**src/sfc_consts.svh**
```systemverilog
// Function
// RL1: opcode takes two clocks in quad mode, eight clocks in single-bit mode.
// RL2: address, dummy, mode and data bytes take two clocks quad, eight single-bit.
// RL3: soft reset is reset-arm 66H in one frame, then 99H in a later frame.
// RL4: reset acts only right after reset-arm; any other command cancels the arm.
// RL5: no-operation only cancels a pending reset-arm.
// RL6: soft reset selects single-bit mode, burst 8 bytes, clears quad-enable bit; the code keeps no burst setting to restore.
// RL7: soft reset during program or erase aborts it, data may be corrupted.
// RL8: recovery after reset depends on the aborted operation; writes need longer.
// RL9: basic read 03H only in single-bit mode, clock at most 40 MHz.
// RL10: basic read sends opcode and 24-bit address, no dummy, chip select held low.
// RL11: basic read streams from start address, wrapping from top address to zero.
// RL12: streaming read runs until chip select rises.
// RL13: enter_quad_cmd 38H switches all later transfers to four-bit mode.
// RL14: quad_exit_cmd FFH returns to single-bit mode, sent as 8 or 2 clocks.
// RL15: in mode-continuation, first quad exit only restores opcodes; second exits quad.
// RL16: quad exit in single-bit mode: upper_io_lines ignored but driven valid.
// RL17: quad-output read and quad program use two-clock data, need quad_enable_cfg_bit.
// RL18: dual-output data takes four clocks; dual-io address, mode and data four clocks.
// RL19: device ignores address bits above its density.
// RL20: sector erase uses address bits down to 12; lower bits driven valid.
// RL21: block erase decodes to bit 16, 15 or 13 by block size.
// RL22: quad bytes travel as two nibbles, most significant nibble first.
// RL23: single-bit mode samples on rising clock, drives on falling, idle low or high.
`ifndef SFC_CONSTS_SVH
`define SFC_CONSTS_SVH

// ==========================================================================
// timing
`define SFC_CLK_NS 100
`define SFC_SCK_HALF_NS 800
`define SFC_CS_HIGH_NS 200
`define SFC_RCV_SHORT_NS 100000
`define SFC_RCV_LONG_NS 1000000

// ==========================================================================
// opcodes
`define SFC_OPC_RDSR 8'h05
`define SFC_OPC_RESET_ARM 8'h66
`define SFC_OPC_RESET 8'h99
`define SFC_OPC_ENTER_QUAD 8'h38
`define SFC_OPC_QUAD_EXIT 8'hff
`define SFC_OPC_READ 8'h03
`define SFC_OPC_HS_READ 8'h0b
`define SFC_OPC_QOUT_READ 8'h6b
`define SFC_OPC_QIO_READ 8'heb
`define SFC_OPC_DOUT_READ 8'h3b
`define SFC_OPC_DIO_READ 8'hbb
`define SFC_OPC_QPP 8'h32
`define SFC_OPC_PP 8'h02
`define SFC_OPC_SECTOR_ERASE 8'h20
`define SFC_OPC_BLOCK_ERASE 8'hd8
`define SFC_OPC_CHIP_ERASE 8'hc7
`define SFC_CONT_NIB 4'ha
`define SFC_READ_ADR_BYTES 2'h3

// ==========================================================================
// lanes and clocks per byte
`define SFC_LN_X1 3'h1
`define SFC_LN_X2 3'h2
`define SFC_LN_X4 3'h4
`define SFC_CLK_X1 4'h8
`define SFC_CLK_X2 4'h4
`define SFC_CLK_X4 4'h2

// ==========================================================================
// registers
`define SFC_REG_CTRL 8'h00
`define SFC_REG_ADDR 8'h04
`define SFC_REG_LEN 8'h08
`define SFC_REG_DATA 8'h0c
`define SFC_REG_STAT 8'h10
`define SFC_CTRL_START 8
`define SFC_CTRL_STOP 9
`define SFC_CTRL_STREAM 10
`define SFC_CTRL_WR 11
`define SFC_CTRL_QE_SET 12
`define SFC_CTRL_QE_CLR 13
`define SFC_LEN_ADR_LSB 16
`define SFC_LEN_DUM_LSB 18

`endif

```
**src/sfc_pkg.sv**
```systemverilog
`default_nettype none
package sfc_pkg;

  typedef enum logic [2:0] {ST_IDLE, ST_SHIFT, ST_NEXT, ST_GAP, ST_RECOVER} sfc_state_t;
  typedef enum logic [2:0] {PH_OPC, PH_ADR, PH_DUM, PH_DAT, PH_END} sfc_phase_t;

endpackage : sfc_pkg
`default_nettype wire

```
**src/sfc_sync.sv**
```systemverilog
`default_nettype none
module sfc_sync (
  input wire logic clk_i,
  input wire logic rst_i,
  input wire logic [3:0] d_i,
  output logic [3:0] q_o
);

  typedef struct packed {
    logic [3:0] s1;
    logic [3:0] s2;
    logic [3:0] s3;
    logic [3:0] q;
  } sfc_sync_t;

  sfc_sync_t st_ff, nxt_st;

  // a bit changes only once the second and third stages agree
  always_comb begin
    nxt_st = st_ff;
    nxt_st.s1 = d_i;
    nxt_st.s2 = st_ff.s1;
    nxt_st.s3 = st_ff.s2;
    nxt_st.q = (st_ff.s2 & ~(st_ff.s2 ^ st_ff.s3)) | (st_ff.q & (st_ff.s2 ^ st_ff.s3));
  end

  always_ff @(posedge clk_i) begin
    if (rst_i) begin
      st_ff <= '0;
    end else begin
      st_ff <= nxt_st;
    end
  end

  assign q_o = st_ff.q;

endmodule : sfc_sync
`default_nettype wire

```
**src/sfc_host.sv**
```systemverilog
`include "sfc_consts.svh"
`default_nettype none
module sfc_host
  import sfc_pkg::*;
#(
  parameter int RCV_SHORT_CYC = (`SFC_RCV_SHORT_NS + `SFC_CLK_NS - 1) / `SFC_CLK_NS,
  parameter int RCV_LONG_CYC = (`SFC_RCV_LONG_NS + `SFC_CLK_NS - 1) / `SFC_CLK_NS
) (
  input wire logic clk_i,
  input wire logic rst_i,
  input wire logic wb_cyc_i,
  input wire logic wb_stb_i,
  input wire logic wb_we_i,
  input wire logic [7:0] wb_adr_i,
  input wire logic [3:0] wb_sel_i,
  input wire logic [31:0] wb_dat_i,
  output logic [31:0] wb_dat_o,
  output logic wb_ack_o,
  output logic flash_cs_n_o,
  output logic flash_sck_o,
  input wire logic [3:0] sio_i,
  output logic [3:0] sio_o,
  output logic [3:0] sio_oe_o
);

  // ========================================================================
  // constants and functions
  localparam logic [3:0] HALF = 4'((`SFC_SCK_HALF_NS + `SFC_CLK_NS - 1) / `SFC_CLK_NS);
  localparam logic [1:0] CSH = 2'((`SFC_CS_HIGH_NS + `SFC_CLK_NS - 1) / `SFC_CLK_NS);

  function automatic logic [2:0] sfc_lanes(input sfc_phase_t ph, input logic q, input logic [7:0] op);
    logic [2:0] l;
    l = `SFC_LN_X1;
    if (q) begin
      l = `SFC_LN_X4;
    end else if (ph != PH_OPC) begin
      unique case (op)
        `SFC_OPC_QIO_READ: l = `SFC_LN_X4;
        `SFC_OPC_DIO_READ: l = `SFC_LN_X2;
        `SFC_OPC_QOUT_READ, `SFC_OPC_QPP: l = (ph == PH_DAT) ? `SFC_LN_X4 : `SFC_LN_X1;
        `SFC_OPC_DOUT_READ: l = (ph == PH_DAT) ? `SFC_LN_X2 : `SFC_LN_X1;
        default: l = `SFC_LN_X1;
      endcase
    end
    return l;
  endfunction : sfc_lanes

  function automatic logic [3:0] sfc_clks(input logic [2:0] l);
    return (l == `SFC_LN_X4) ? `SFC_CLK_X4 : (l == `SFC_LN_X2) ? `SFC_CLK_X2 : `SFC_CLK_X1;
  endfunction : sfc_clks

  function automatic sfc_phase_t sfc_next_ph(input sfc_phase_t ph, input logic [1:0] na, input logic [3:0] nd,
                                             input logic hd);
    sfc_phase_t n;
    n = PH_END;
    if (ph == PH_OPC && na != 2'h0) begin
      n = PH_ADR;
    end else if ((ph == PH_OPC || ph == PH_ADR) && nd != 4'h0) begin
      n = PH_DUM;
    end else if (ph != PH_DAT && hd) begin
      n = PH_DAT;
    end
    return n;
  endfunction : sfc_next_ph

  // ========================================================================
  // state
  typedef struct packed {
    sfc_state_t state;
    sfc_phase_t phase;
    logic cs_n;
    logic sck;
    logic [3:0] div;
    logic [3:0] nclk;
    logic [3:0] rises;
    logic [7:0] sh;
    logic [7:0] rx;
    logic [7:0] rxd;
    logic rxv;
    logic [7:0] txd;
    logic txv;
    logic [15:0] cnt;
    logic [7:0] opc;
    logic [23:0] addr;
    logic [7:0] mode;
    logic [15:0] len;
    logic [1:0] nadr;
    logic [3:0] ndum;
    logic stream;
    logic wr;
    logic stop;
    logic qe;
    logic quad;
    logic cont;
    logic arm;
    logic refused;
    logic wbusy;
    logic [1:0] gap;
    logic [19:0] rcv;
    logic ack;
    logic [31:0] dat;
  } sfc_host_t;

  sfc_host_t st_ff, nxt_st;
  logic [3:0] sin;
  logic acc, wr_go, rd_go, more, bad, fend;
  logic [2:0] ln;
  logic [7:0] nb, op_new;
  logic [15:0] cnt;
  logic [23:0] adr;
  sfc_phase_t ph;

  sfc_sync u_sync (
    .clk_i(clk_i),
    .rst_i(rst_i),
    .d_i(sio_i),
    .q_o(sin)
  );

  // ========================================================================
  // next state
  always_comb begin
    nxt_st = st_ff;
    acc = wb_cyc_i & wb_stb_i;
    wr_go = acc & wb_we_i & st_ff.ack & (wb_sel_i == 4'hf);
    rd_go = acc & ~wb_we_i & st_ff.ack;
    op_new = wb_dat_i[7:0];
    ln = sfc_lanes(st_ff.phase, st_ff.quad, st_ff.opc);
    adr = (st_ff.opc == `SFC_OPC_SECTOR_ERASE) ? {st_ff.addr[23:12], 12'h000} : st_ff.addr; // [RL20]
    more = (st_ff.cnt > 16'h0001) || (st_ff.phase == PH_DAT && st_ff.stream);
    ph = more ? st_ff.phase : sfc_next_ph(st_ff.phase, st_ff.nadr, st_ff.ndum,
                                          st_ff.len != 16'h0000 || st_ff.stream);
    if (more) begin
      cnt = st_ff.stream && st_ff.phase == PH_DAT ? st_ff.cnt : st_ff.cnt - 16'h0001;
    end else if (ph == PH_ADR) begin
      cnt = {14'h0000, st_ff.nadr};
    end else if (ph == PH_DUM) begin
      cnt = {12'h000, st_ff.ndum};
    end else begin
      cnt = st_ff.stream ? 16'h0001 : st_ff.len;
    end
    if (ph == PH_ADR) begin
      nb = (cnt == 16'h0003) ? adr[23:16] : (cnt == 16'h0002) ? adr[15:8] : adr[7:0];
    end else if (ph == PH_DUM) begin
      nb = (cnt == {12'h000, st_ff.ndum}) ? st_ff.mode : 8'h00;
    end else begin
      nb = (ph == PH_DAT && st_ff.wr) ? st_ff.txd : 8'h00;
    end
    // quad-only data opcodes need the quad-enable bit outside quad mode, basic read is single-bit only
    bad = (st_ff.state != ST_IDLE) ||
          (op_new == `SFC_OPC_READ && (st_ff.quad || st_ff.ndum != 4'h0 ||
                                      st_ff.nadr != `SFC_READ_ADR_BYTES)) || // [RL9] [RL10]
          ((op_new == `SFC_OPC_QOUT_READ || op_new == `SFC_OPC_QPP || op_new == `SFC_OPC_QIO_READ) &&
           ~st_ff.quad && ~st_ff.qe) || // [RL17]
          (op_new == `SFC_OPC_ENTER_QUAD && st_ff.quad);
    fend = 1'b0;

    // read of the data register frees the receive byte before the link may refill it
    if (rd_go && wb_adr_i == `SFC_REG_DATA) begin
      nxt_st.rxv = 1'b0;
    end

    unique case (st_ff.state)
      ST_IDLE: begin
        nxt_st.cs_n = 1'b1;
      end
      ST_SHIFT: begin
        if (st_ff.div == HALF - 4'h1) begin
          nxt_st.div = 4'h0;
          if (!st_ff.sck) begin
            nxt_st.sck = 1'b1; // [RL23]
            nxt_st.nclk = st_ff.nclk - 4'h1;
            nxt_st.rises = st_ff.rises + 4'h1;
            if (ln == `SFC_LN_X4) begin
              nxt_st.rx = {st_ff.rx[3:0], sin};
            end else if (ln == `SFC_LN_X2) begin
              nxt_st.rx = {st_ff.rx[5:0], sin[1:0]};
            end else begin
              nxt_st.rx = {st_ff.rx[6:0], sin[1]};
            end
          end else begin
            nxt_st.sck = 1'b0; // [RL23]
            if (st_ff.nclk == 4'h0) begin
              nxt_st.state = ST_NEXT;
              if (st_ff.phase == PH_DAT && !st_ff.wr) begin
                nxt_st.rxd = st_ff.rx;
                nxt_st.rxv = 1'b1;
              end
            end else begin
              nxt_st.sh = st_ff.sh << ln; // [RL22]
            end
          end
        end else begin
          nxt_st.div = st_ff.div + 4'h1;
        end
      end
      ST_NEXT: begin
        if (ph == PH_END || (ph == PH_DAT && st_ff.stop)) begin // [RL12]
          fend = 1'b1;
          nxt_st.state = ST_GAP;
          nxt_st.cs_n = 1'b1; // [RL3]
          nxt_st.gap = CSH;
          nxt_st.stop = 1'b0;
          nxt_st.arm = (st_ff.opc == `SFC_OPC_RESET_ARM); // [RL4] [RL5]
          if (st_ff.opc == `SFC_OPC_RESET && st_ff.arm) begin
            nxt_st.quad = 1'b0; // [RL6]
            nxt_st.cont = 1'b0;
            nxt_st.qe = 1'b0;
            nxt_st.wbusy = 1'b0;
            nxt_st.rcv = st_ff.wbusy ? 20'(RCV_LONG_CYC) : 20'(RCV_SHORT_CYC); // [RL8]
          end
          if (st_ff.opc == `SFC_OPC_ENTER_QUAD) begin
            nxt_st.quad = 1'b1; // [RL13]
          end
          if (st_ff.opc == `SFC_OPC_QUAD_EXIT) begin
            if (st_ff.cont) begin
              nxt_st.cont = 1'b0; // [RL15]
            end else begin
              nxt_st.quad = 1'b0; // [RL14]
            end
          end
          if ((st_ff.opc == `SFC_OPC_HS_READ || st_ff.opc == `SFC_OPC_QIO_READ) && st_ff.ndum != 4'h0) begin
            nxt_st.cont = (st_ff.mode[7:4] == `SFC_CONT_NIB);
          end
          if (st_ff.opc == `SFC_OPC_PP || st_ff.opc == `SFC_OPC_QPP || st_ff.opc == `SFC_OPC_SECTOR_ERASE ||
              st_ff.opc == `SFC_OPC_BLOCK_ERASE || st_ff.opc == `SFC_OPC_CHIP_ERASE) begin
            nxt_st.wbusy = 1'b1;
          end else if (st_ff.opc == `SFC_OPC_RDSR) begin
            nxt_st.wbusy = 1'b0;
          end
        end else if (!(ph == PH_DAT && (st_ff.wr ? !st_ff.txv : st_ff.rxv))) begin
          // clock stays low while software owes a byte or has not taken one
          nxt_st.phase = ph;
          nxt_st.cnt = cnt;
          nxt_st.sh = nb;
          nxt_st.nclk = sfc_clks(sfc_lanes(ph, st_ff.quad, st_ff.opc)); // [RL1] [RL2] [RL17] [RL18]
          nxt_st.rises = 4'h0;
          nxt_st.div = 4'h0;
          nxt_st.state = ST_SHIFT;
          if (ph == PH_DAT && st_ff.wr) begin
            nxt_st.txv = 1'b0;
          end
        end
      end
      ST_GAP: begin
        nxt_st.gap = st_ff.gap - 2'h1;
        if (st_ff.gap <= 2'h1) begin
          nxt_st.state = (st_ff.rcv != 20'h00000) ? ST_RECOVER : ST_IDLE;
        end
      end
      ST_RECOVER: begin
        nxt_st.rcv = st_ff.rcv - 20'h00001; // [RL8]
        if (st_ff.rcv <= 20'h00001) begin
          nxt_st.state = ST_IDLE;
        end
      end
    endcase

    // ======================================================================
    // register bus
    nxt_st.ack = acc & ~st_ff.ack;
    if (acc & ~st_ff.ack & ~wb_we_i) begin
      case (wb_adr_i)
        `SFC_REG_CTRL: nxt_st.dat = {18'h00000, st_ff.wr, st_ff.stream, 4'h0, st_ff.opc};
        `SFC_REG_ADDR: nxt_st.dat = {st_ff.mode, st_ff.addr};
        `SFC_REG_LEN: nxt_st.dat = {10'h000, st_ff.ndum, st_ff.nadr, st_ff.len};
        `SFC_REG_DATA: nxt_st.dat = {24'h000000, st_ff.rxd};
        `SFC_REG_STAT: nxt_st.dat = {23'h000000, st_ff.wbusy, st_ff.refused, st_ff.txv, st_ff.rxv,
                                     st_ff.qe, st_ff.arm, st_ff.cont, st_ff.quad, st_ff.state != ST_IDLE};
        default: nxt_st.dat = 32'h00000000;
      endcase
    end
    if (wr_go) begin
      unique case (wb_adr_i)
        `SFC_REG_ADDR: begin
          nxt_st.addr = wb_dat_i[23:0];
          nxt_st.mode = wb_dat_i[31:24];
        end
        `SFC_REG_LEN: begin
          nxt_st.len = wb_dat_i[15:0];
          nxt_st.nadr = wb_dat_i[`SFC_LEN_ADR_LSB +: 2];
          nxt_st.ndum = wb_dat_i[`SFC_LEN_DUM_LSB +: 4];
        end
        `SFC_REG_DATA: begin
          nxt_st.txd = wb_dat_i[7:0];
          nxt_st.txv = 1'b1;
        end
        `SFC_REG_CTRL: begin
          if (wb_dat_i[`SFC_CTRL_STOP]) begin
            nxt_st.stop = 1'b1;
          end
          if (wb_dat_i[`SFC_CTRL_QE_SET]) begin
            nxt_st.qe = 1'b1;
          end
          if (wb_dat_i[`SFC_CTRL_QE_CLR]) begin
            nxt_st.qe = 1'b0;
          end
          if (wb_dat_i[`SFC_CTRL_START] && bad) begin
            nxt_st.refused = 1'b1; // [RL9]
          end else if (wb_dat_i[`SFC_CTRL_START]) begin
            nxt_st.opc = op_new;
            nxt_st.stream = wb_dat_i[`SFC_CTRL_STREAM];
            nxt_st.wr = wb_dat_i[`SFC_CTRL_WR];
            nxt_st.stop = 1'b0;
            nxt_st.refused = 1'b0;
            nxt_st.cs_n = 1'b0;
            nxt_st.sck = 1'b0;
            nxt_st.div = 4'h0;
            nxt_st.rises = 4'h0;
            nxt_st.phase = PH_OPC;
            nxt_st.cnt = 16'h0001;
            nxt_st.sh = op_new;
            nxt_st.nclk = sfc_clks(sfc_lanes(PH_OPC, st_ff.quad, op_new)); // [RL1]
            // continuation frames carry no opcode, only quad exit breaks out
            nxt_st.state = (st_ff.cont && op_new != `SFC_OPC_QUAD_EXIT) ? ST_NEXT : ST_SHIFT; // [RL15]
          end
        end
        default: begin
        end
      endcase
    end
  end

  always_ff @(posedge clk_i) begin
    if (rst_i) begin
      st_ff <= '0;
      st_ff.cs_n <= 1'b1;
    end else begin
      st_ff <= nxt_st;
    end
  end

  // ========================================================================
  // pins
  always_comb begin
    sio_o = 4'h0;
    sio_oe_o = 4'h0;
    if (!st_ff.quad && ln != `SFC_LN_X4) begin
      sio_o[3:2] = 2'b11; // [RL16]
      sio_oe_o[3:2] = 2'b11;
    end
    if (!st_ff.cs_n && !(st_ff.phase == PH_DAT && !st_ff.wr)) begin
      if (ln == `SFC_LN_X4) begin
        sio_o = st_ff.sh[7:4]; // [RL22]
        sio_oe_o = 4'hf;
      end else if (ln == `SFC_LN_X2) begin
        sio_o[1:0] = st_ff.sh[7:6];
        sio_oe_o[1:0] = 2'b11;
      end else begin
        sio_o[0] = st_ff.sh[7];
        sio_oe_o[0] = 1'b1;
        if (st_ff.opc == `SFC_OPC_QUAD_EXIT) begin
          sio_o[1] = 1'b1; // [RL16]
          sio_oe_o[1] = 1'b1;
        end
      end
    end
  end

  assign flash_cs_n_o = st_ff.cs_n;
  assign flash_sck_o = st_ff.sck;
  assign wb_ack_o = st_ff.ack;
  assign wb_dat_o = st_ff.dat;

  // ========================================================================
  // checks
  a_byte_clocks: assert property ( // [RL1] [RL2]
    @(posedge clk_i) disable iff (rst_i)
    (st_ff.state == ST_SHIFT && st_ff.sck && st_ff.div == HALF - 4'h1 && st_ff.nclk == 4'h0)
      |-> st_ff.rises == sfc_clks(ln))
    else $error("wrong clock count per byte");
  a_read_refused: assert property ( // [RL9]
    @(posedge clk_i) disable iff (rst_i)
    (wr_go && wb_adr_i == `SFC_REG_CTRL && wb_dat_i[`SFC_CTRL_START] && op_new == `SFC_OPC_READ && st_ff.quad)
      |=> st_ff.refused && st_ff.cs_n)
    else $error("basic read started in quad mode");
  a_arm_cancel: assert property ( // [RL4]
    @(posedge clk_i) disable iff (rst_i)
    (fend && st_ff.opc != `SFC_OPC_RESET_ARM) |=> !st_ff.arm)
    else $error("reset arm survived another command");
  a_soft_reset: assert property ( // [RL6]
    @(posedge clk_i) disable iff (rst_i)
    (fend && st_ff.opc == `SFC_OPC_RESET && st_ff.arm) |=> !st_ff.quad && !st_ff.qe && !st_ff.cont)
    else $error("soft reset left quad state");
  a_reset_recover: assert property ( // [RL8]
    @(posedge clk_i) disable iff (rst_i)
    (fend && st_ff.opc == `SFC_OPC_RESET && st_ff.arm) |-> ##[1:8] st_ff.state == ST_RECOVER)
    else $error("no recovery wait after reset");
  a_quad_enter: assert property ( // [RL13]
    @(posedge clk_i) disable iff (rst_i)
    (fend && st_ff.opc == `SFC_OPC_ENTER_QUAD) |=> st_ff.quad ##1 st_ff.quad)
    else $error("quad mode not entered");
  a_exit_two_step: assert property ( // [RL15]
    @(posedge clk_i) disable iff (rst_i)
    (fend && st_ff.opc == `SFC_OPC_QUAD_EXIT && st_ff.cont) |=> st_ff.quad == $past(st_ff.quad) && !st_ff.cont)
    else $error("first quad exit left quad mode");
  a_upper_valid: assert property ( // [RL16]
    @(posedge clk_i) disable iff (rst_i)
    (!st_ff.quad && !flash_cs_n_o && ln == `SFC_LN_X1) |-> sio_oe_o[3:2] == 2'b11 && sio_o[3:2] == 2'b11)
    else $error("upper lines floating in single-bit mode");
  a_sck_idle: assert property ( // [RL23]
    @(posedge clk_i) disable iff (rst_i)
    flash_cs_n_o |-> !flash_sck_o)
    else $error("serial clock high outside a frame");
  a_wb_ack: assert property (
    @(posedge clk_i) disable iff (rst_i)
    (acc && !wb_ack_o) |=> wb_ack_o ##1 !wb_ack_o)
    else $error("bus answer not a single cycle");

endmodule : sfc_host
`default_nettype wire

```
**config.mk**
```make
export PLATFORM = sky130hd
export DESIGN_NAME = sfc_host
export DESIGN_NICKNAME = d
export VERILOG_FILES = /design/src/sfc_pkg.sv /design/src/sfc_sync.sv /design/src/sfc_host.sv
export VERILOG_INCLUDE_DIRS = /design/src
export SDC_FILE = /design/constraint.sdc
export NUM_CORES = 1
export LEC_CHECK = 0
export ABC_AREA = 1
export BUFFER_PORTS_ARGS = -buffer_cell sky130_fd_sc_hd__buf_4
export CAP_MARGIN = 0
export CORE_UTILIZATION = 31
export DETAILED_ROUTE_END_ITERATION = 7
export HOLD_SLACK_MARGIN = 0.08
export SYNTH_ARGS = -nofsm -noshare
export SYNTH_HDL_FRONTEND = slang
export SYNTH_SLANG_ARGS = --single-unit
```
**constraint.sdc**
```tcl
create_clock -name clk_i -period 2.85 [get_ports clk_i]
set_clock_uncertainty 0.15 [all_clocks]
set_input_delay 0 -clock clk_i [delete_from_list [all_inputs] [get_ports clk_i]]
set_output_delay 0 -clock clk_i [all_outputs]
set_load 0.01 [all_outputs]
```
==> results of run 1 <==
-- metal layers --
metal  GRT usage [%]  up-vias  part of all wire (%)
li1                -     6435                     -
met1           29.79     6155                    45
met4           7.852        4                   3.4
met2           35.73      466                    45
met3           2.992       98                   6.8
met5               0        -                 0.051
-- where the power goes --
part	leakage, nW	internal (mW)	switching [mW]
Combinational	5.29	0.143	0.163
Clock	0.399	1.95	1.26
Sequential	1.68	2.92	0.00890
Total	7.37	5.01	1.43
-- cell type report --
type	count	area, um2
Inverter	237	899.6
Clock inverter	8	118.9
Sequential cell	208	4172
Clock buffer	34	689.4
Tap cell	461	576.8
Timing Repair Buffer	449	3761
Multi-Input combinational cell	1180	6544
Fill cell	3594	19070
-- final timing paths --
path / slack (ns) / end / cells past startpoint / from
setup / recovery: -0.28 / st_ff[173] / 25 / st_ff[126]
hold / removal: 0.07 / st_ff[61] / 9 / wb_sel_i[3]
setup reg to reg: -0.28 / st_ff[173] / 25 / st_ff[126]
hold reg to reg: 0.25 / u_sync.nxt_st[5] / 2 / u_sync.nxt_st[9]
-- worst max-delay path: stages, from the launching register on --
cell	delay, ns
dfxtp_4	0.38
inv_4	0.04
ha_4	0.16
nor2_4	0.11
inv_2	0.04
nand3_2	0.07
nor2_4	0.05
nand3b_1	0.18
nor2_4	0.07
nor2_8	0.18
nand3_4	0.18
nand2_8	0.14
nor2_2	0.05
nor2_2	0.15
nand2_2	0.12
buf_4	0.15
inv_1	0.04
nand2_1	0.04
nor2_1	0.10
buf_4	0.15
nand2_2	0.08
nand2_1	0.07
nand3b_1	0.08
nand2_2	0.07
nand2_1	0.09
a21oi_1	0.14
-- cells in the final DEF, fill, tap and decap left out, types with 5 or more instances in the layout --
cell type	n
a211oi_1	27
a21oi_1	151
a21oi_2	16
a221oi_1	7
a22oi_1	10
a31oi_1	14
buf_4	341
buf_6	20
clkbuf_1	6
clkbuf_16	28
dfxtp_1	204
dlygate4sd3_1	79
ha_1	5
inv_1	210
inv_2	20
nand2_1	284
nand2_2	28
nand2_4	6
nand3_1	75
nand3_2	13
nand3_4	5
nand3b_1	12
nand4_1	19
nor2_1	172
nor2_2	29
nor2_4	29
nor3_1	26
nor3_2	5
o211ai_1	8
o21ai_0	147
o21ai_1	9
o21ai_2	5
o21bai_1	9
o221ai_1	5
o22ai_1	10
-- cells in the mapped netlist (7+ instances only) --
cell and count:
inv_1 224, clkbuf_1 54, a31oi_1 14, a221oi_1 10, dfxtp_1 208, nand2_1 310, o22ai_1 11, a211oi_1 28
nor2_4 7, a21oi_1 166, o21bai_1 9, nor3_1 32, nor2_2 14, buf_4 33, a22oi_1 14, nor2_1 208
o211ai_1 8, ha_1 7, nand4_1 19, inv_2 8, o21ai_0 161, nand3b_1 12, nand3_1 90
-- through the flow --
stage	setup TNS, ns	utilization, %
floorplan	0	-
global placement	-3.235	38.99
detailed placement	-7.336	38.99
CTS	-3.051	44.62
global route	-10.94	46.78
finish	-3.003	46.78
-- flip-flops by register name, indices dropped and copies added (netlist names), named ones only --
| signal | flops |
|---|---|
| u_sync.nxt_st | 8 |
| wb_dat_o | 32 |
| u_sync.st_ff | 4 |
| wb_ack_o | 1 |
| st_ff | 157 |
| flash_cs_n_o | 1 |
| flash_sck_o | 1 |
-- kinds of logic (layout without fill, tap and decap cells) --
logic type / after synthesis / in the layout / synth area share (%)
buffers and inverters: 330 / 728 / 12.20
and+or+nand+nor: 720 / 721 / 27.82
xor gates and xnor gates: 6 / 6 / 0.4614
AOI/OAI and AO/OA: 446 / 446 / 22.19
adders and majority gates: 7 / 7 / 0.7690
DFF: 208 / 208 / 36.56
-- repair_timing --
item,4_1_cts,5_1_grt
pin swaps,42,68
gates cloned,1,4
hold endpoints to repair,138,7
gates resized for setup,77,147
buffers inserted,22,21
endpoints found under the setup margin,52,94
hold buffers,76,4
==> flow_summary_export.csv, run 1 <==
group,metric,value,unit
route,drc,0,
power_and_ir_drop,power_density,384.2,nW/um2
worst_setup_path,critPathLaunchType,"flip-flop",
placed_design,placed_cells,2409,
power_and_ir_drop,leakage,7.369,nW
synthesis,async_flop_share,0,%
cts,clk_latency,0.53,ns
synthesis,yosysTopAreaCell,"dfxtp_1",
timing,hold_viol_final,0,
outcome,violations,"setup timing",
floorplan,num_rows,69,
hold_path,hold_path.class,"primary input to flip-flop",
synthesis,syn-cell-area,11390,um2
power_and_ir_drop,ir_worst_vdd,0.3924,mV
route,wirelength,43.44,mm
route,dr.pass1.iters,6,
global_routing,grt_overflow,0,
timing,hold_ws,0.07220,ns
placed_design,dp_slack,-0.4313,ns
placed_design,place_area,13970,um2
route,vias,13160,
cts,clock-sinks,208,
floorplan,core_area,35830,um2
synthesis,syn_nets,1777,
placed_design,gp_congestion,0.9408,
synthesis,ys_seq_area_share,36.56,%
timing,setup_violations,24,
global_routing,grt_max_degree,73,
cts,tritoncts,"built",
floorplan,pin_count,96,
synthesis,synth_area_leaders,"dfxtp_1 37%, nand2_1 10%, inv_1 7.4%",
flow_run,cap_violations,0,
layout,areaGrowthSynthToFinish,47.18,%
cts,clock_path_buffers,3,
power_and_ir_drop,p_total,6.440,mW
worst_setup_path,critical_path_required,3.16,ns
timing,rsz0062_at_grt,"yes",
cts,htreeDepth,1,
global_routing,grt_pass1_vias,12260,
synthesis,synth.avg_cell_area,6.633,um2
cts,cts_inserted_buffers,24,
synthesis,syn_inst,1717,
layout,final_area,16760,um2
layout,drive_above_1_share,28.45,%
worst_setup_path,cp.arrival,3.44,ns
route,drt-initial-drc-count,1034,
timing,period_minus_slack,3.128,ns
layout,final_cells,2577,
synthesis,ys_types,52,
synthesis,synth_top_area_share,36.56,%
outcome,status,"finished, violations left",
synthesis,synth_edf_count,0,
global_routing,grt_usage,22.02,%
timing,worst_pin_slew,0.8971,ns
cts,clk_pin_slew,0.06,ns
placed_design,dp_hpwl,31.79,mm
layout,final_nets,2160,
worst_setup_path,crit_fanout,8,
route,avgRoutedWirePerCell,16.86,um
synthesis,ys.flop_type,"dfxtp_1",
timing,fmax,0.3197,GHz
layout,diodes,0,
floorplan,start_util,31.79,%
timing,post-route-period-util,109.8,%
worst_setup_path,path_class,"flip-flop to flip-flop",
synthesis,yosysWarnings,0,
floorplan,dieWidth,193.7,um
route,ant_nets,0,
timing,slew_violations,0,
synthesis,synth-seq-cells,208,
cts,clk_root_buffer_cell,"clkbuf_16",
placed_design,port_buffers,95,
timing,relSlewSlack,39.64,%
route,via_per_inst,5.106,
global_routing,antenna_found_initial,2,
floorplan,die_h,193.7,um
timing,worst_slack,-0.2782,ns
worst_setup_path,endpoint_kind,"flip-flop",
global_routing,grt_pass1_wl,66.07,mm
floorplan,dieArea,37510,um2
Power figures use the tool's default switching activity.
==> run 2: changes to the inputs <==
--- a/config.mk
+++ b/config.mk
@@ -9,6 +9,7 @@
 export ABC_AREA = 1
 export BUFFER_PORTS_ARGS = -buffer_cell sky130_fd_sc_hd__buf_4
 export CAP_MARGIN = 0
+export CORE_MARGIN = 1
 export CORE_UTILIZATION = 31
 export DETAILED_ROUTE_END_ITERATION = 7
 export HOLD_SLACK_MARGIN = 0.08
==> constraint.sdc (replaced) <==
create_clock -name clk_i -period 3.73 [get_ports clk_i]
set_clock_uncertainty 0.15 [all_clocks]
set_input_delay 0 -clock clk_i [delete_from_list [all_inputs] [get_ports clk_i]]
set_output_delay 0 -clock clk_i [all_outputs]
set_load 0.01 [all_outputs]
==> run 2 against run 1 <==
  * Routed wire length is 7.9% lower
  * Via count down 8.2%
  * The run now ends clean
  * Flip-flop and latch count stayed put
  * Largest power group unchanged
  * Highest routed layer unchanged
  * Maximum frequency fell by 9.5%
  * Worst hold slack better by 0.040 ns
  * Core utilization fell by 7.5 points
  * Die area did not move
  * Critical path type unchanged
  * Design area decreased by 16%
  * Setup slack gained 0.55 ns
==> flow_summary_export.csv, run 2 (synthesized netlist as in run 1, its figures left out) <==
group,metric,value,unit
outcome,status,"finished clean",
placed_design,placed_cells,2227,
timing,hold_viol_final,0,
layout,final_cells,2339,
power_and_ir_drop,p_int,3.745,mW
power_and_ir_drop,clockPowerShare,49.0,%
global_routing,grt_usage,20.93,%
placed_design,dp_slack,0.07534,ns
placed_design,dp_hpwl,30.13,mm
layout,largest_reg_flops,157,
layout,regMostFlops,"st_ff",
placed_design,port_buffers,95,
floorplan,num_rows,69,
placed_design,gp_congestion,0.9204,
worst_setup_path,timing.rr.start,"st_ff[127]",
worst_setup_path,startpoint,"st_ff[127]",
worst_setup_path,path_class,"flip-flop to flip-flop",
global_routing,antenna_found_initial,3,
worst_setup_path,cp.arrival,3.77,ns
floorplan,core_area,35830,um2
worst_setup_path,r2r_slack,0.27,ns
global_routing,grt_pass1_wl,62.85,mm
floorplan,dieWidth,193.7,um
worst_setup_path,worstSetupEndpoint,"st_ff[175]",
worst_setup_path,critical_path_required,4.05,ns
floorplan,start_util,31.79,%
timing,worst_pin_slew,1.021,ns
power_and_ir_drop,ir_worst_vdd,0.2619,mV
route,drc,0,
power_and_ir_drop,seqPwrFrac,46.4,%
power_and_ir_drop,swShare,22.26,%
hold_path,hold_path.class,"primary input to flip-flop",
cts,clk_latency,0.53,ns
floorplan,dieArea,37510,um2
route,via_per_inst,5.162,
power_and_ir_drop,power_density,342.5,nW/um2
floorplan,die_h,193.7,um
route,wirelength,40.02,mm
worst_setup_path,timing.rr.end,"st_ff[175]",
power_and_ir_drop,pwr-share-comb,4.5,%
timing,post-route-period-util,92.67,%
layout,layout_commonest_cell,"nand2_1",
layout,final_nets,1923,
cts,htreeDepth,1,
layout,final_cell_mix,"309 x nand2_1, 224 x inv_1, 207 x dfxtp_1",
layout,drive_above_1_share,12.89,%
route,avgRoutedWirePerCell,17.11,um
route,vias,12080,
global_routing,grt_overflow,0,
worst_setup_path,crit_fanout,15,
layout,areaGrowthSynthToFinish,23.52,%
global_routing,grt_max_degree,86,
worst_setup_path,critPathLaunchType,"flip-flop",
floorplan,pin_count,96,
cts,tritoncts,"built",
timing,fmax,0.2893,GHz
flow_run,cap_violations,0,
cts,clk_pin_slew,0.06,ns
worst_setup_path,endpoint_kind,"flip-flop",
route,drt-initial-drc-count,999,
hold_path,hp-start,"wb_adr_i[1]",
power_and_ir_drop,p_sw,1.073,mW
worst_setup_path,r2r_cells,25,
timing,worst_slack,0.2733,ns
timing,relSlewSlack,31.78,%
power_and_ir_drop,leakage,5.995,nW
cts,clock_path_buffers,3,
timing,setup_violations,0,
global_routing,grt_pass1_vias,11390,
route,ant_nets,0,
cts,clk_root_buffer_cell,"clkbuf_16",
cts,cts_inserted_buffers,24,
timing,slew_violations,0,
timing,period_minus_slack,3.457,ns
route,dr.pass1.iters,5,
layout,diodes,0,
cts,clock-sinks,208,
power_and_ir_drop,p_total,4.818,mW
[run 2: cell count changes in the layout (fill, tap and decap cells not counted), moves of 12 or more]
cell	before	now
a21oi_2	16	1
o21ai_0	147	161
dlygate4sd3_1	79	65
nor2_4	29	9
buf_6	20	0
nand2_1	284	309
nor2_1	172	204
inv_2	20	8
nand2_2	28	6
nor2_2	29	16
nand3_1	75	90
inv_1	210	224
buf_4	341	146
a21oi_1	151	166
[run 2: final cells by class]
cell class,instances,area (um2)
multi-input combinational,1179,5873
fill,3749,21760
tap,461,576.8
clock buffer,34,689.4
timing repair buffer,213,1787
inverter,237,890.9
clock inverter,7,85.08
sequential,208,4165
[run 2: per-stage QoR]
stage | hold slack [ns] | area [um2] | TNS, ns | util (%)
5_1_grt | 0.1680 | 14070 | -0.03014 | 39.26
2_1_floorplan | -0.05038 | 11390 | 0 | -
6_report | 0.1123 | 14070 | 0 | 39.26
3_3_place_gp | 0.04930 | 12560 | 0 | 35.05
3_5_place_dp | 0.05591 | 12560 | 0 | 35.05
4_1_cts | 0.08347 | 13980 | 0 | 39.03
[run 2: per-layer routing]
| metal | up-vias | GRT usage (%) | part of all wire (%) |
|---|---|---|---|
| met5 | - | 0 | 0.067 |
| met4 | 4 | 5.837 | 2.8 |
| met3 | 70 | 3.166 | 7.1 |
| met2 | 458 | 33.65 | 44 |
| met1 | 5597 | 28.94 | 46 |
| li1 | 5946 | - | - |
[run 2: worst min path at each step]
stage                   endpoint  depth (start not counted)
2_1_floorplan          st_ff[60]                          1
3_3_place_gp   u_sync.nxt_st[11]                          3
3_5_place_dp   u_sync.nxt_st[10]                          3
4_1_cts                st_ff[61]                          9
5_1_grt                st_ff[91]                          4
6_report             wb_dat_o[6]                          7
[run 2: power by group through the flow]
stage               sequential [mW]  combinational [mW]  clock [mW]
floorplan                      2.28              0.0744           0
global placement               2.29               0.169           0
detailed placement             2.29               0.169           0
CTS                            2.24               0.216        2.40
global route                   2.24               0.233        2.48
finish                         2.24               0.219        2.36
[run 2: critical path, stage by stage (launching register included)]
cell and delay, ns:
dfxtp_1 0.38, inv_1 0.08, ha_1 0.20, nor2_1 0.16, inv_1 0.05, nand3_1 0.08, nor2_2 0.06, nand2_4 0.15
nor2_4 0.07, nand2_2 0.10, nand2_4 0.10, nor2_4 0.17, nand2_4 0.13, nand2_1 0.09, nor2_1 0.04, nor2_1 0.12
nand2_1 0.12, inv_1 0.07, nand2_1 0.04, nor2_1 0.37, nand2_1 0.19, nand2_1 0.10, nand3_1 0.06, nand3_1 0.14
nand2_1 0.08, a21oi_1 0.11
[run 2: timing repair]
action,4_1_cts,5_1_grt
setup buffers,0,6
endpoints found under the setup margin,0,20
resized for setup,0,8
hold buffers,65,0
endpoints found under the hold margin,119,0
==> run 3: changes to the inputs <==
--- a/config.mk
+++ b/config.mk
@@ -13,6 +13,8 @@
 export CORE_UTILIZATION = 31
 export DETAILED_ROUTE_END_ITERATION = 7
 export HOLD_SLACK_MARGIN = 0.08
+export MAX_ROUTING_LAYER = met4
+export PLACE_DENSITY_LB_ADDON = 0.25
 export SYNTH_ARGS = -nofsm -noshare
 export SYNTH_HDL_FRONTEND = slang
 export SYNTH_SLANG_ARGS = --single-unit
==> run 3 against run 2 <==
  * Power about the same
  * Sequential power about the same
  * Final cell count up 1.5%
  * Worst hold slack better by 0.027 ns
==> flow_summary_export.csv, run 3 (synthesized netlist as in run 1, its figures left out) <==
group,metric,value,unit
outcome,status,"finished clean",
cts,cts_inserted_buffers,24,
cts,tritoncts,"built",
timing,setup_violations,0,
timing,worst_pin_slew,0.9656,ns
cts,clk_latency,0.54,ns
global_routing,grt_pass1_wl,63.71,mm
flow_run,cap_violations,0,
layout,final_cells,2374,
route,ant_nets,0,
timing,relSlewSlack,35.63,%
route,vias,12110,
power_and_ir_drop,p_total,4.815,mW
layout,diodes,0,
route,drc,0,
layout,layout_commonest_cell,"nand2_1",
layout,final_nets,1958,
global_routing,grt_usage,21.91,%
timing,fmax,0.2810,GHz
worst_setup_path,cpPeakStageDelay,0.66,ns
floorplan,pin_count,96,
floorplan,dieWidth,193.7,um
placed_design,placed_cells,2241,
worst_setup_path,critical_path_required,4.05,ns
floorplan,num_rows,69,
worst_setup_path,cp.arrival,3.88,ns
layout,areaGrowthSynthToFinish,26.33,%
global_routing,grt_max_degree,81,
worst_setup_path,cpMostUsedCell,"dlygate4sd3_1",
route,drt-initial-drc-count,1053,
worst_setup_path,crit_slowest_cell,"dlygate4sd3_1",
floorplan,dieArea,37510,um2
cts,clk_pin_slew,0.06,ns
placed_design,gp_congestion,0.9474,
cts,clk_root_buffer_cell,"clkbuf_16",
worst_setup_path,endpoint_kind,"flip-flop",
floorplan,start_util,31.79,%
layout,drive_above_1_share,14.69,%
layout,final_util,40.16,%
timing,period_minus_slack,3.559,ns
route,wirelength,40.90,mm
worst_setup_path,crit_fanout,3,
placed_design,port_buffers,95,
route,via_per_inst,5.103,
placed_design,dp_hpwl,30.69,mm
hold_path,hold_path.class,"primary input to flip-flop",
timing,hold_ws,0.1390,ns
layout,largest_reg_flops,157,
route,dr.pass1.iters,5,
layout,final_cell_mix,"307 x nand2_1, 224 x inv_1, 207 x dfxtp_1",
global_routing,grt_pass1_vias,11220,
layout,regMostFlops,"st_ff",
power_and_ir_drop,leakage,6.170,nW
power_and_ir_drop,power_density,334.6,nW/um2
floorplan,die_h,193.7,um
floorplan,core_area,35830,um2
timing,slew_violations,0,
cts,clock-sinks,208,
cts,clock_path_buffers,3,
timing,post-route-period-util,95.41,%
global_routing,antenna_found_initial,0,
worst_setup_path,path_class,"primary input to flip-flop",
power_and_ir_drop,ir_worst_vdd,0.3875,mV
cts,htreeDepth,1,
timing,hold_viol_final,0,
global_routing,grt_overflow,0,
route,avgRoutedWirePerCell,17.23,um
timing,rsz0062_at_grt,"yes",
worst_setup_path,critPathLaunchType,"primary input",
layout,fillers,3778,
worst_setup_path,crit_chain,"dlygate4sd3_1 -> buf_4 -> nor2_1 -> dlygate4sd3_1 -> nand2_1 -> nor2_1 -> dlygate4sd3_1 -> nand4_1 -> dlygate4sd3_1 -> a41oi_1 -> dlygate4sd3_1",
==> run 3: repair_timing <==
action                                  CTS  global route
hold buffers                             74             0
endpoints found under the setup margin    0            12
endpoints found under the hold margin   127             0
gates resized for setup                   0            21
buffers inserted                          0            16
==> run 3: final timing paths <==
| kind | start | endpoint | slack, ns | depth (start not counted) |
|---|---|---|---|---|
| worst min-delay path | wb_dat_i[22] | st_ff[116] | 0.14 | 4 |
| worst min register to register | u_sync.nxt_st[11] | u_sync.nxt_st[7] | 0.25 | 2 |
| worst max-delay path | wb_adr_i[0] | wb_dat_o[7] | 0.17 | 11 |
| worst max register to register | st_ff[126] | st_ff[173] | 0.20 | 24 |
==> run 3: stage by stage <==
stage	worst slack, ns	setup TNS, ns	cell area, um2
finish	0.1713	0	14390
global route	-0.01817	-0.04603	14390
floorplan	0.8448	0	11390
detailed placement	0.05474	0	12660
global placement	0.1497	0	12660
CTS	0.02577	0	14180
==> run 3: per-layer routing <==
layer / vias up / wire length (um) / global-route usage [%]
met5: - / 0 / -
met2: 374 / 18150 / 34.56
met4: 0 / 1036 / 4.978
met3: 62 / 2387 / 2.140
met1: 5645 / 19330 / 30.13
li1: 6033 / - / -
==> run 3: critical path: cells and delay by family <==
family          cells  cell delay [ns]
compound gates      1             0.21
buf+inv             6             3.09
simple gates        4             0.57
==> run 3: report_power, final <==
group | internal (mW) | switching [mW] | leakage (nW)
registers | 2.23 | 0.00589 | 1.68
logic | 0.105 | 0.121 | 4.11
clock network | 1.37 | 0.984 | 0.380
total | 3.70 | 1.11 | 6.17
==> run 3: cell type report <==
type / instances / area, um2 / area share (%)
clock buffer: 33 / 694.4 / 4.827
clock inverter: 8 / 85.08 / 0.5914
inverter: 237 / 890.9 / 6.192
multi-input combinational: 1181 / 5929 / 41.21
sequential: 208 / 4165 / 28.95
tap: 461 / 576.8 / 4.009
timing repair buffer: 246 / 2046 / 14.22
